--- src/shared/flash_cmd_pkg.sv ---
package flash_cmd_pkg;

    // ************************************************************
    // Bus widths
    // ************************************************************
    localparam int ADDR_W  = 24;              // Host word address width
    localparam int DATA_W  = 16;              // Host data width
    localparam int CMD_W   = 8;               // Command codes use the low byte
    localparam int COUNT_W = 5;               // Word count field, N - 1
    localparam int DEPTH   = 2;               // Entries in the operation buffer

    // ************************************************************
    // Command codes
    // ************************************************************
    localparam logic [7:0] CODE_READ_ARRAY   = 8'hff;
    localparam logic [7:0] CODE_READ_STATUS  = 8'h70;
    localparam logic [7:0] CODE_READ_QUERY   = 8'h98;
    localparam logic [7:0] CODE_CLEAR_STATUS = 8'h50;
    localparam logic [7:0] CODE_WORD_PROG    = 8'h40;
    localparam logic [7:0] CODE_WORD_PROG_ALT = 8'h10;
    localparam logic [7:0] CODE_BUF_PROG     = 8'he8;
    localparam logic [7:0] CODE_FACTORY_PROG = 8'h80;
    localparam logic [7:0] CODE_ERASE        = 8'h20;
    localparam logic [7:0] CODE_SUSPEND      = 8'hb0;
    localparam logic [7:0] CODE_CONFIRM      = 8'hd0;

    // ************************************************************
    // Buffer capacity and status layout
    // ************************************************************
    localparam logic [4:0] BUF_MAX_M1      = 5'h1f; // 32 words, held as N - 1
    localparam logic [7:0] STATUS_RESET    = 8'h80;
    localparam int         BIT_READY       = 7;
    localparam int         BIT_ERASE_SUSP  = 6;
    localparam int         BIT_ERASE_ERR   = 5;
    localparam int         BIT_PROG_ERR    = 4;
    localparam int         BIT_PROG_SUSP   = 2;

    // Read modes seen by the read path
    typedef enum logic [1:0] {MODE_ARRAY, MODE_STATUS, MODE_QUERY} read_mode_t;

    // Operations handed to the write state machine
    typedef enum logic [2:0] {
        OP_WORD, OP_BUF_WORD, OP_BUF_CONFIRM, OP_FACTORY, OP_FACTORY_WORD, OP_ERASE
    } op_kind_t;

endpackage : flash_cmd_pkg

--- src/hw/flash_command_decoder.sv ---
`timescale 1ns/10ps
`default_nettype none

module flash_command_decoder (
    input  wire logic                                 mclk,
    input  wire logic                                 reset_n,
    input  wire logic                                 we_valid,
    input  wire logic [flash_cmd_pkg::ADDR_W-1:0]     we_addr,
    input  wire logic [flash_cmd_pkg::DATA_W-1:0]     we_data,
    output logic                                      we_ready,
    input  wire logic                                 wsm_busy,
    input  wire logic                                 wsm_done,
    input  wire logic                                 wsm_prog_fail,
    input  wire logic                                 wsm_erase_fail,
    output logic                                      op_valid,
    input  wire logic                                 op_ready,
    output logic [2:0]                                op_kind,
    output logic [flash_cmd_pkg::ADDR_W-1:0]          op_addr,
    output logic [flash_cmd_pkg::DATA_W-1:0]          op_data,
    output logic                                      suspend_req,
    output logic                                      resume_req,
    output logic [1:0]                                read_mode,
    output logic [7:0]                                status_word
);

    // ************************************************************
    // Decoder states
    // ************************************************************
    typedef enum logic [3:0] {
        ST_IDLE, ST_PROG_SETUP, ST_BUF_COUNT, ST_BUF_DATA, ST_BUF_CONFIRM,
        ST_FACT_SETUP, ST_FACT_MODE, ST_ERASE_SETUP, ST_PROG_RUN, ST_ERASE_RUN,
        ST_PROG_SUSP, ST_ERASE_SUSP
    } state_t;

    state_t                           state_reg, state_next;       // Command sequence position
    flash_cmd_pkg::read_mode_t        mode_reg, mode_next;         // Current read mode
    logic [7:0]                       status_reg, status_next;     // Status word image
    logic [flash_cmd_pkg::COUNT_W-1:0] left_reg, left_next;        // Buffer words still to load, less one
    logic                             susp_reg, susp_next;         // Suspend request pulse
    logic                             resume_reg, resume_next;     // Resume request pulse
    logic                             push;                        // Place one operation in buffer
    logic [2:0]                       push_kind;                   // Kind of pushed operation
    logic                             accept;                      // Host write taken this cycle
    logic [7:0]                       cmd;                         // Command byte of the write

    // Matches either word program setup code
    function automatic logic is_word_setup(input logic [7:0] c);
        is_word_setup = (c == flash_cmd_pkg::CODE_WORD_PROG) || (c == flash_cmd_pkg::CODE_WORD_PROG_ALT);
    endfunction : is_word_setup

    assign cmd    = we_data[7:0];
    assign accept = we_valid && we_ready;

    // ************************************************************
    // Command sequencing
    // ************************************************************
    // Next state, read mode, status and buffer pushes
    always_comb begin
        state_next  = state_reg;
        mode_next   = mode_reg;
        status_next = status_reg;
        left_next   = left_reg;
        susp_next   = 1'b0;
        resume_next = 1'b0;
        push        = 1'b0;
        push_kind   = flash_cmd_pkg::OP_WORD;
        if (accept) begin
            case (state_reg)
                ST_IDLE, ST_PROG_SUSP, ST_ERASE_SUSP: begin
                    // Mode and status commands are taken at any address
                    if (cmd == flash_cmd_pkg::CODE_READ_ARRAY) begin
                        mode_next = flash_cmd_pkg::MODE_ARRAY;
                    end else if (cmd == flash_cmd_pkg::CODE_READ_STATUS) begin
                        mode_next = flash_cmd_pkg::MODE_STATUS;
                    end else if (cmd == flash_cmd_pkg::CODE_READ_QUERY) begin
                        mode_next = flash_cmd_pkg::MODE_QUERY;
                    end else if (cmd == flash_cmd_pkg::CODE_CLEAR_STATUS) begin
                        status_next[flash_cmd_pkg::BIT_ERASE_ERR] = 1'b0;
                        status_next[flash_cmd_pkg::BIT_PROG_ERR]  = 1'b0;
                    end else if (state_reg == ST_PROG_SUSP && cmd == flash_cmd_pkg::CODE_CONFIRM) begin
                        state_next  = ST_PROG_RUN;
                        resume_next = 1'b1;
                        status_next[flash_cmd_pkg::BIT_PROG_SUSP] = 1'b0;
                    end else if (state_reg == ST_ERASE_SUSP && cmd == flash_cmd_pkg::CODE_CONFIRM) begin
                        state_next  = ST_ERASE_RUN;
                        resume_next = 1'b1;
                        status_next[flash_cmd_pkg::BIT_ERASE_SUSP] = 1'b0;
                    end else if (state_reg == ST_IDLE) begin
                        // Setup codes only start from a quiet machine
                        if (is_word_setup(cmd)) begin
                            state_next = ST_PROG_SETUP;
                        end else if (cmd == flash_cmd_pkg::CODE_BUF_PROG) begin
                            state_next = ST_BUF_COUNT;
                        end else if (cmd == flash_cmd_pkg::CODE_FACTORY_PROG) begin
                            state_next = ST_FACT_SETUP;
                        end else if (cmd == flash_cmd_pkg::CODE_ERASE) begin
                            state_next = ST_ERASE_SETUP;
                        end
                    end
                end
                ST_PROG_SETUP: begin
                    // Second cycle carries the word itself
                    push       = 1'b1;
                    push_kind  = flash_cmd_pkg::OP_WORD;
                    state_next = ST_PROG_RUN;
                    mode_next  = flash_cmd_pkg::MODE_STATUS;
                end
                ST_BUF_COUNT: begin
                    // A count above the capacity is a sequence error
                    mode_next = flash_cmd_pkg::MODE_STATUS;
                    if (we_data > {11'h000, flash_cmd_pkg::BUF_MAX_M1}) begin
                        state_next = ST_IDLE;
                        status_next[flash_cmd_pkg::BIT_ERASE_ERR] = 1'b1;
                        status_next[flash_cmd_pkg::BIT_PROG_ERR]  = 1'b1;
                    end else begin
                        left_next  = we_data[flash_cmd_pkg::COUNT_W-1:0];
                        state_next = ST_BUF_DATA;
                    end
                end
                ST_BUF_DATA: begin
                    push      = 1'b1;
                    push_kind = flash_cmd_pkg::OP_BUF_WORD;
                    if (left_reg == 5'h00) begin
                        state_next = ST_BUF_CONFIRM;
                    end else begin
                        left_next = left_reg - 5'h01;
                    end
                end
                ST_BUF_CONFIRM: begin
                    if (cmd == flash_cmd_pkg::CODE_CONFIRM) begin
                        push       = 1'b1;
                        push_kind  = flash_cmd_pkg::OP_BUF_CONFIRM;
                        state_next = ST_PROG_RUN;
                    end else begin
                        // Missing confirm flags a sequence error
                        state_next = ST_IDLE;
                        status_next[flash_cmd_pkg::BIT_ERASE_ERR] = 1'b1;
                        status_next[flash_cmd_pkg::BIT_PROG_ERR]  = 1'b1;
                    end
                end
                ST_FACT_SETUP: begin
                    mode_next = flash_cmd_pkg::MODE_STATUS;
                    if (cmd == flash_cmd_pkg::CODE_CONFIRM) begin
                        push       = 1'b1;
                        push_kind  = flash_cmd_pkg::OP_FACTORY;
                        state_next = ST_FACT_MODE;
                    end else begin
                        state_next = ST_IDLE;
                        status_next[flash_cmd_pkg::BIT_ERASE_ERR] = 1'b1;
                        status_next[flash_cmd_pkg::BIT_PROG_ERR]  = 1'b1;
                    end
                end
                ST_FACT_MODE: begin
                    // Every write is data; no command is decoded here
                    push      = 1'b1;
                    push_kind = flash_cmd_pkg::OP_FACTORY_WORD;
                end
                ST_ERASE_SETUP: begin
                    mode_next = flash_cmd_pkg::MODE_STATUS;
                    if (cmd == flash_cmd_pkg::CODE_CONFIRM) begin
                        push       = 1'b1;
                        push_kind  = flash_cmd_pkg::OP_ERASE;
                        state_next = ST_ERASE_RUN;
                    end else begin
                        state_next = ST_IDLE;
                        status_next[flash_cmd_pkg::BIT_ERASE_ERR] = 1'b1;
                        status_next[flash_cmd_pkg::BIT_PROG_ERR]  = 1'b1;
                    end
                end
                ST_PROG_RUN, ST_ERASE_RUN: begin
                    // Only read-status and suspend pass while busy
                    if (cmd == flash_cmd_pkg::CODE_READ_STATUS) begin
                        mode_next = flash_cmd_pkg::MODE_STATUS;
                    end else if (cmd == flash_cmd_pkg::CODE_SUSPEND) begin
                        susp_next = 1'b1;
                        if (state_reg == ST_PROG_RUN) begin
                            state_next = ST_PROG_SUSP;
                            status_next[flash_cmd_pkg::BIT_PROG_SUSP] = 1'b1;
                        end else begin
                            state_next = ST_ERASE_SUSP;
                            status_next[flash_cmd_pkg::BIT_ERASE_SUSP] = 1'b1;
                        end
                    end
                end
                default: state_next = ST_IDLE;
            endcase
        end
        // Completion ends a running or factory operation
        if (wsm_done && (state_reg == ST_PROG_RUN || state_reg == ST_ERASE_RUN || state_reg == ST_FACT_MODE)) begin
            state_next = ST_IDLE;
        end
        // Hardware failures set error bits; a set beats a same-cycle clear
        if (wsm_erase_fail) begin
            status_next[flash_cmd_pkg::BIT_ERASE_ERR] = 1'b1;
        end
        if (wsm_prog_fail) begin
            status_next[flash_cmd_pkg::BIT_PROG_ERR] = 1'b1;
        end
        // Ready while nothing runs; a suspended machine also reads ready
        status_next[flash_cmd_pkg::BIT_READY] = !wsm_busy &&
            (state_next != ST_PROG_RUN) && (state_next != ST_ERASE_RUN) && (state_next != ST_FACT_MODE);
    end

    // Register the sequencing state
    always_ff @(posedge mclk) begin
        if (!reset_n) begin
            state_reg  <= ST_IDLE;
            mode_reg   <= flash_cmd_pkg::MODE_ARRAY;
            status_reg <= flash_cmd_pkg::STATUS_RESET;
            left_reg   <= '0;
            susp_reg   <= 1'b0;
            resume_reg <= 1'b0;
        end else begin
            state_reg  <= state_next;
            mode_reg   <= mode_next;
            status_reg <= status_next;
            left_reg   <= left_next;
            susp_reg   <= susp_next;
            resume_reg <= resume_next;
        end
    end

    assign suspend_req = susp_reg;
    assign resume_req  = resume_reg;
    assign read_mode   = mode_reg;
    assign status_word = status_reg;

    // ************************************************************
    // Two-entry operation buffer
    // ************************************************************
    localparam int ENTRY_W = 3 + flash_cmd_pkg::ADDR_W + flash_cmd_pkg::DATA_W;

    logic [ENTRY_W-1:0] mem_reg [flash_cmd_pkg::DEPTH];   // Buffered operations
    logic [ENTRY_W-1:0] mem_next [flash_cmd_pkg::DEPTH];
    logic               wr_ptr_reg, wr_ptr_next;          // Slot for next push
    logic               rd_ptr_reg, rd_ptr_next;          // Slot at the head
    logic [1:0]         count_reg, count_next;            // Occupied slots
    logic               pop;                              // Head taken by write state machine

    // Stall the host whenever no slot is free, so no word is lost
    assign we_ready = (count_reg != 2'd2);
    assign op_valid = (count_reg != 2'd0);
    assign pop      = op_valid && op_ready;
    assign op_kind  = mem_reg[rd_ptr_reg][ENTRY_W-1 -: 3];
    assign op_addr  = mem_reg[rd_ptr_reg][flash_cmd_pkg::ADDR_W+flash_cmd_pkg::DATA_W-1 -: flash_cmd_pkg::ADDR_W];
    assign op_data  = mem_reg[rd_ptr_reg][flash_cmd_pkg::DATA_W-1:0];

    // Pointer and occupancy update
    always_comb begin
        mem_next    = mem_reg;
        wr_ptr_next = wr_ptr_reg;
        rd_ptr_next = rd_ptr_reg;
        count_next  = count_reg;
        if (push) begin
            mem_next[wr_ptr_reg] = {push_kind, we_addr, we_data};
            wr_ptr_next          = !wr_ptr_reg;
        end
        if (pop) begin
            rd_ptr_next = !rd_ptr_reg;
        end
        if (push && !pop) begin
            count_next = count_reg + 2'd1;
        end else if (pop && !push) begin
            count_next = count_reg - 2'd1;
        end
    end

    // Register the buffer
    always_ff @(posedge mclk) begin
        if (!reset_n) begin
            wr_ptr_reg <= 1'b0;
            rd_ptr_reg <= 1'b0;
            count_reg  <= 2'd0;
            mem_reg[0] <= '0;
            mem_reg[1] <= '0;
        end else begin
            wr_ptr_reg <= wr_ptr_next;
            rd_ptr_reg <= rd_ptr_next;
            count_reg  <= count_next;
            mem_reg    <= mem_next;
        end
    end
endmodule : flash_command_decoder

`default_nettype wire

--- config.mk ---
export PLATFORM = sky130hd
export DESIGN_NAME = flash_command_decoder
export DESIGN_NICKNAME = d
export VERILOG_FILES = /design/src/shared/flash_cmd_pkg.sv /design/src/hw/flash_command_decoder.sv
export SDC_FILE = /design/constraint.sdc
export NUM_CORES = 1
export LEC_CHECK = 0
export BUFFER_PORTS_ARGS = -buffer_cell sky130_fd_sc_hd__buf_2
export CAP_MARGIN = 20
export CORE_MARGIN = 3
export CORE_UTILIZATION = 50
export CTS_CLUSTER_SIZE = 8
export DETAILED_ROUTE_END_ITERATION = 8
export PLACE_DENSITY = 0.8
export SYNTH_ARGS = -nofsm -noshare
export SYNTH_HDL_FRONTEND = slang
export SYNTH_SLANG_ARGS = --single-unit
--- constraint.sdc ---
create_clock -name mclk -period 3.41 [get_ports mclk]
set_clock_uncertainty 0.1 [all_clocks]
set_input_delay 0.8525 -clock mclk [delete_from_list [all_inputs] [get_ports mclk]]
set_output_delay 0.8525 -clock mclk [all_outputs]
set_load 0.02 [all_outputs]
# Word level (Yosys, flattened, before mapping)
# Index checks and enable logic that the tools add are counted.
[classes]
n_addsub = 3
mul = 0
div = 0
magnitude_cmp = 4
eq_ne = 53
shift = 0
muxes = 75
bitwise_logic = 6
n_reduce_logical = 43
[op_table]
columns = ["op", "n"]
rows = [
  ["2-to-1 mux 43 bit", 4],
  ["bitwise mux 86 bit", 1],
  ["2-to-1 mux 4 bit", 18],
  ["equality test 8 bit (second input constant)", 6],
  ["demux 43 bit (select 1 bit)", 1],
  ["inequality test 3 bit (second input constant)", 12],
  ["case mux 4 bit (9 select lines)", 1],
  ["inequality test 2 bit (second input constant)", 15],
  ["2-to-1 mux 2 bit", 13],
  ["equality test 8 x 7 -> 1 bit (second input constant)", 3],
  ["2-to-1 mux 1 bit", 22],
  ["2-to-1 mux 3 bit", 6],
  ["equality test 4 x 3 -> 1 bit (second input constant)", 4],
  ["equality test 4 bit (second input constant)", 4],
  ["> comparator 16 x 5 -> 1 bit (second input constant)", 1],
  ["AND reduction 8 bit", 2],
  ["case mux 3 bit (5 select lines)", 1],
  ["inequality test 4 bit (second input constant)", 3],
  ["case mux 2 bit (3 select lines)", 2],
  ["nonzero test 2 bit", 6],
  ["logical AND 1 bit", 11],
  ["AND reduction 11 bit", 1],
  ["2-to-1 mux 5 bit", 2],
  ["case mux 5 bit (2 select lines)", 1],
  ["other kinds (25)", 44],
]
[totals]
ff_bits = 108
latch_bits = 0
ramBits = 0
rom_bits = 0
input_bits = 48
output_inout_bits = 57
word_cells = 199
memories = 0

# Logic depth before layout (Yosys ltp)
[depth]
word_depth = 19
depth_mapped = 9
mapped_depth_nobuf = 8

# Worst setup path after synthesis
# Ideal clock, no wire load.
[synth_path]
kind = "input port to flip-flop"
start = "input we_data[0] in the netlist's numbering"
end = "register mode_reg[1], in the netlist read_mode[1]"
arrival_ns = 2.699
required_ns = 3.240
setup_slack_ns = 0.541
stages = 7
path_buffers = 1
path_cell_list = "or4_1 > buf_2 > or3_4 > nand2_2 > nand4_2 > or4_1 > a21oi_1"
[synth_between]
elab_chain_len = 4
word_cells_on_any_way = 9
cone_classes = "eq/ne (5); mux (3); reduce/logical (1)"
[synth_lines]
columns = ["element", "line_no", "rtl"]
rows = [
  ["start: declaration", "flash_command_decoder.sv:9", "input wire logic [flash_cmd_pkg::DATA_W-1:0] we_data,"],
  ["equality test 8 x 7 -> 1 bit", "flash_command_decoder.sv:73, flash_command_decoder.sv:172", ""],
  ["2-to-1 mux 2 bit", "flash_command_decoder.sv:73", "end else if (cmd == flash_cmd_pkg::CODE_READ_STATUS) begin"],
  ["2-to-1 mux 2 bit", "flash_command_decoder.sv:71", "if (cmd == flash_cmd_pkg::CODE_READ_ARRAY) begin"],
  ["case mux 2 bit (3 select lines)", "flash_command_decoder.sv:68", "case (state_reg)"],
  ["end signal: assignment", "flash_command_decoder.sv:208", "mode_reg <= flash_cmd_pkg::MODE_ARRAY;"],
  ["end signal: assignment", "flash_command_decoder.sv:215", "mode_reg <= mode_next;"],
  ["end: declaration", "flash_command_decoder.sv:36", "flash_cmd_pkg::read_mode_t mode_reg, mode_next;"],
]
# Parallel ways exist; a longest one is shown, timed or not.
# A chain may end at the register's enable or synchronous reset.

# Worst setup path after layout
# Same ends and word-level chain as after synthesis.

==> results list <==
- The run finished with clean final reports.
- The number of cells on the worst reg-to-reg path is 6.
* Minimum clock period after layout: 2.86 ns
- The worst setup path is captured at a flip-flop.
* Multiplexer share of the synthesized area: 0.100
- Reported net switching power: 1010 µW
- After detailed routing, the total wire length is 13.7 mm.
- Category of the critical setup timing path: in -> reg
* Flip-flop and latch count after synthesis: 108
* Arr. time, crit path: 3.05 ns
* Number of enable flip-flop cells after synthesis: 0
* Maximum vdd ir drop: 0.000315 V
- The via count of the first global-routing pass came to 4721.
- Required time of the critical path: 3.59 ns
- After detailed routing, the average wire length per cell comes to 15.7 µm.
* Sequential power share: 0.487
- The first global-routing pass estimated 22.4 mm of wire.
* Clock power share: 0.253
- In the synthesized netlist the async set-or-reset flop fraction comes to 0.
- Vias/cell: 5.61
* Leak Pwr: 0.00234 µW
- Final Hold Viols: 0
- The number of antenna violations at the first check in global routing was 0.
- Crit. Startpoint: we_data[0]
- Inserted Diodes: 0
* Transition time of the tightest slew-check pin: 0.701 ns
- Router iterations before antenna repair: 5
* Yosys warning total: 0
- TritonCTS built the clock tree.
- Number of gates resized after CTS: 0
- Horizontal die dimension: 107 µm
* Worst-path clk slew: 0.10 ns
* Logic depth of the worst path, buffers included: 7
- Crit start category: input pin
- Clock sink count: 108
- For this run, the leading register cell type out of synthesis is sky130_fd_sc_hd__dfxtp_1.
- The critical path goes through buf_2 > or4_1 > or3_4 > nand2_2 > nand4_2 > or4_1 > a21oi_1.
- Worst path buffer plus inverter count: 1
- At the end of the flow, the number of nets in the layout was 786.
* Placed wire-length estimate: 9.53 mm
- Of the total synthesized cell area, the portion taken by XOR and XNOR cells is 0.0102.
- Number of buffers added for setup after CTS: 0
* Sequential area share after synthesis: 0.421
- RR Startpoint: state_reg[2]
* Violation count after the first detailed-routing iteration: 329
* Buffer type at the clock tree root: sky130_fd_sc_hd__clkbuf_8
- Grouping stages by cell kind, the critical path spends the most delay in simple AND/OR/NAND/NOR gates.
- The library cells used most frequently in the layout, excluding fill and tap cells, are sky130_fd_sc_hd__nand2_1 (188), sky130_fd_sc_hd__dfxtp_1 (107), sky130_fd_sc_hd__buf_2 (101).
* H-tree levels: 3
- The cell that appears most often on the critical path is sky130_fd_sc_hd__or4_1.
* Drt drc: 0
* Core Region: 9860 µm²
- Entering global routing, the biggest net connects 46 pins.
* Overall via count from detail_route: 4907
* Reported max-cap violation count: 0
- In this run the worst hold path is classified as reg -> reg.
* Num CTS Buffers: 9
* Number of antenna-violating nets in the routed design: 0
* Number of placed instances with taps included: 858
* Final setup viols: 0
- In the final layout, the share of cells above drive strength 1 is 0.260.
- Number of pins with negative max-slew slack in the final report: 0
* Vert. Die Dim: 107 µm
- P_int: 1920 µW
- Total negative slack: 0 ns
- The register with the most flip-flops in the layout has 86 of them.
* Reg-to-reg setup timing slack: 0.68 ns
- For this design the top-level I/O count stands at 105.
* Complex-gate fraction of the synthesized area: 0.153
- The endpoint identified for the worst register-to-register timing path is status_word[7].
* Share of power burned in combinational logic: 0.260
- The floorplan step defined a die boundary enclosing 11500 µm².
* Cell row count: 36
- Routability-driven placement finished with a final weighted congestion of 0.925.
- Combinational family with the most area after synthesis: simple AND/OR/NAND/NOR gates
- The count of buffers added on input and output ports is 101.
- Clock insertion delay at the later pin of the skew report: 0.37 ns
- Dividing the final minimum period by the clock period gives 0.840.
- Maximum clock frequency: 349 MHz
- The finished layout holds 874 standard cells, fillers aside.
- Most frequent standard cell in the layout excluding fill and tap cells: sky130_fd_sc_hd__nand2_1
* Total of hold buffers inserted after clock tree synthesis: 0
- Total track usage: 0.239
- After filler insertion, the fill cell instance count of the layout stands at 857.
- After synthesis, the netlist uses 57 different library cells.
- Compared with the post-synthesis result, the final layout area differs by 16.1%.
- Slew margin rel.: 0.532
- Sw frac: 0.343
* Starting density of the core: 0.521
- Mean Syn Cell Area: 7.83 µm²
* Unrepaired setup endpoints after global routing: no
* Simple-gate share of the synthesized area: 0.259
* Maximum count of clock buffers along a single path: 2
- Dividing total power by cell area gives a power density of 491 nW/µm².
- Critical path fanouts, max: 7
- Area share of fa/ha/maj cells after synthesis: 0.00487
- On the critical path, the stage with the largest delay is an instance of sky130_fd_sc_hd__or4_1.
* Largest stage delay, worst path: 0.65 ns
- Critical Path End: read_mode[1]
- Summing every instance area after synthesis gives 5140 µm².
- Cells after synthesis: 656
- Global routing finished with a remaining overflow of 0.
- Overall power consumption: 2930 µW
## layout make-up
class | count | area, µm² | share of cell area
multi-input combinational | 487 | 2740 | 0.459
clock inverter | 6 | 56.3 | 0.00944
tap | 133 | 166 | 0.0279
sequential | 108 | 2160 | 0.363
timing repair buffer | 120 | 673 | 0.113
clock buffer | 10 | 128 | 0.0214
inverter | 10 | 37.5 | 0.00630
## cells by family after synthesis
kind of cell	Yosys count
buffers and inverters	63
adder cells (fa/ha/maj)	2
multiplexers	46
XOR/XNOR	6
AND/OR/NAND/NOR	291
other	1
flip-flops	108
AO/OA/AOI/OAI	139
## how the worst min path moves through the flow
stage / startpoint / endpoint / slack (ns) / cells after the start
floorplan: mem_reg[0] / mem_reg[0] / 0.33 / 2
global placement: mem_reg[41] / mem_reg[41] / 0.34 / 2
detailed placement: mem_reg[27] / mem_reg[27] / 0.34 / 2
CTS: mem_reg[27] / mem_reg[27] / 0.36 / 2
global route: mem_reg[46] / mem_reg[46] / 0.38 / 2
finish: mem_reg[73] / mem_reg[73] / 0.36 / 2
## layer usage
| layer | wire, µm | track usage |
|---|---|---|
| met5 | 0 | 0 |
| met4 | 226 | 0.0866 |
| met3 | 962 | 0.0366 |
| met2 | 6650 | 0.404 |
| met1 | 5840 | 0.310 |
## synth_stat cells (3+ instances only)
cell                        number  share of area
sky130_fd_sc_hd__inv_1           9         0.0066
sky130_fd_sc_hd__buf_1           4         0.0029
sky130_fd_sc_hd__or3_1           3         0.0037
sky130_fd_sc_hd__xor2_1          4         0.0068
sky130_fd_sc_hd__o2111ai_1       3         0.0051
sky130_fd_sc_hd__mux2_2         43          0.094
sky130_fd_sc_hd__nor2_1         24          0.018
sky130_fd_sc_hd__nand2_1       188           0.14
sky130_fd_sc_hd__or2_2           5         0.0061
sky130_fd_sc_hd__nor4b_1         4         0.0068
sky130_fd_sc_hd__nor4_1          9          0.011
sky130_fd_sc_hd__dfxtp_1       108           0.42
sky130_fd_sc_hd__and4_1          3         0.0051
sky130_fd_sc_hd__and3_1          3         0.0037
sky130_fd_sc_hd__o21ai_0        17          0.017
sky130_fd_sc_hd__nor2b_1         4         0.0049
sky130_fd_sc_hd__clkbuf_1       35          0.026
sky130_fd_sc_hd__mux2i_1         3         0.0058
sky130_fd_sc_hd__o211ai_1        5         0.0073
sky130_fd_sc_hd__nand4_1         5         0.0061
sky130_fd_sc_hd__or4_1           3         0.0044
sky130_fd_sc_hd__nor3_1          7         0.0068
sky130_fd_sc_hd__nand3_1         8         0.0078
sky130_fd_sc_hd__buf_4           3         0.0044
sky130_fd_sc_hd__nor3b_1         5         0.0073
sky130_fd_sc_hd__a21oi_1        95          0.093
sky130_fd_sc_hd__buf_2          11          0.011
sky130_fd_sc_hd__nand2b_1        8         0.0097
## per-stage QoR
| step | setup WS (ns) | util | cell area, µm² | hold WS (ns) |
|---|---|---|---|---|
| after floorplan | 0.541 | - | 5140 | 0.333 |
| final | 0.546 | 0.604 | 5960 | 0.358 |
| after global placement | 0.321 | 0.586 | 5780 | 0.338 |
| after detailed placement | 0.227 | 0.586 | 5780 | 0.343 |
| after CTS | 0.599 | 0.604 | 5960 | 0.360 |
| after global routing | 0.495 | 0.604 | 5960 | 0.379 |
## power groups by stage
stage	clock network, µW	logic [µW]	registers, µW
3_3_place_gp	0	734	1450
2_1_floorplan	0	550	1400
6_report	742	761	1430
4_1_cts	760	756	1420
3_5_place_dp	0	752	1450
5_1_grt	811	825	1440
## worst reg2reg max path, cell delays in order, from the launching register on
cell and delay [ns]:
sky130_fd_sc_hd__dfxtp_1 0.79, sky130_fd_sc_hd__nor4bb_1 0.40, sky130_fd_sc_hd__o21ai_0 0.30, sky130_fd_sc_hd__o211a_1 0.19, sky130_fd_sc_hd__a311oi_1 0.51, sky130_fd_sc_hd__a31o_2 0.24
sky130_fd_sc_hd__o21ai_0 0.07
(Power assumes the default switching activity.)
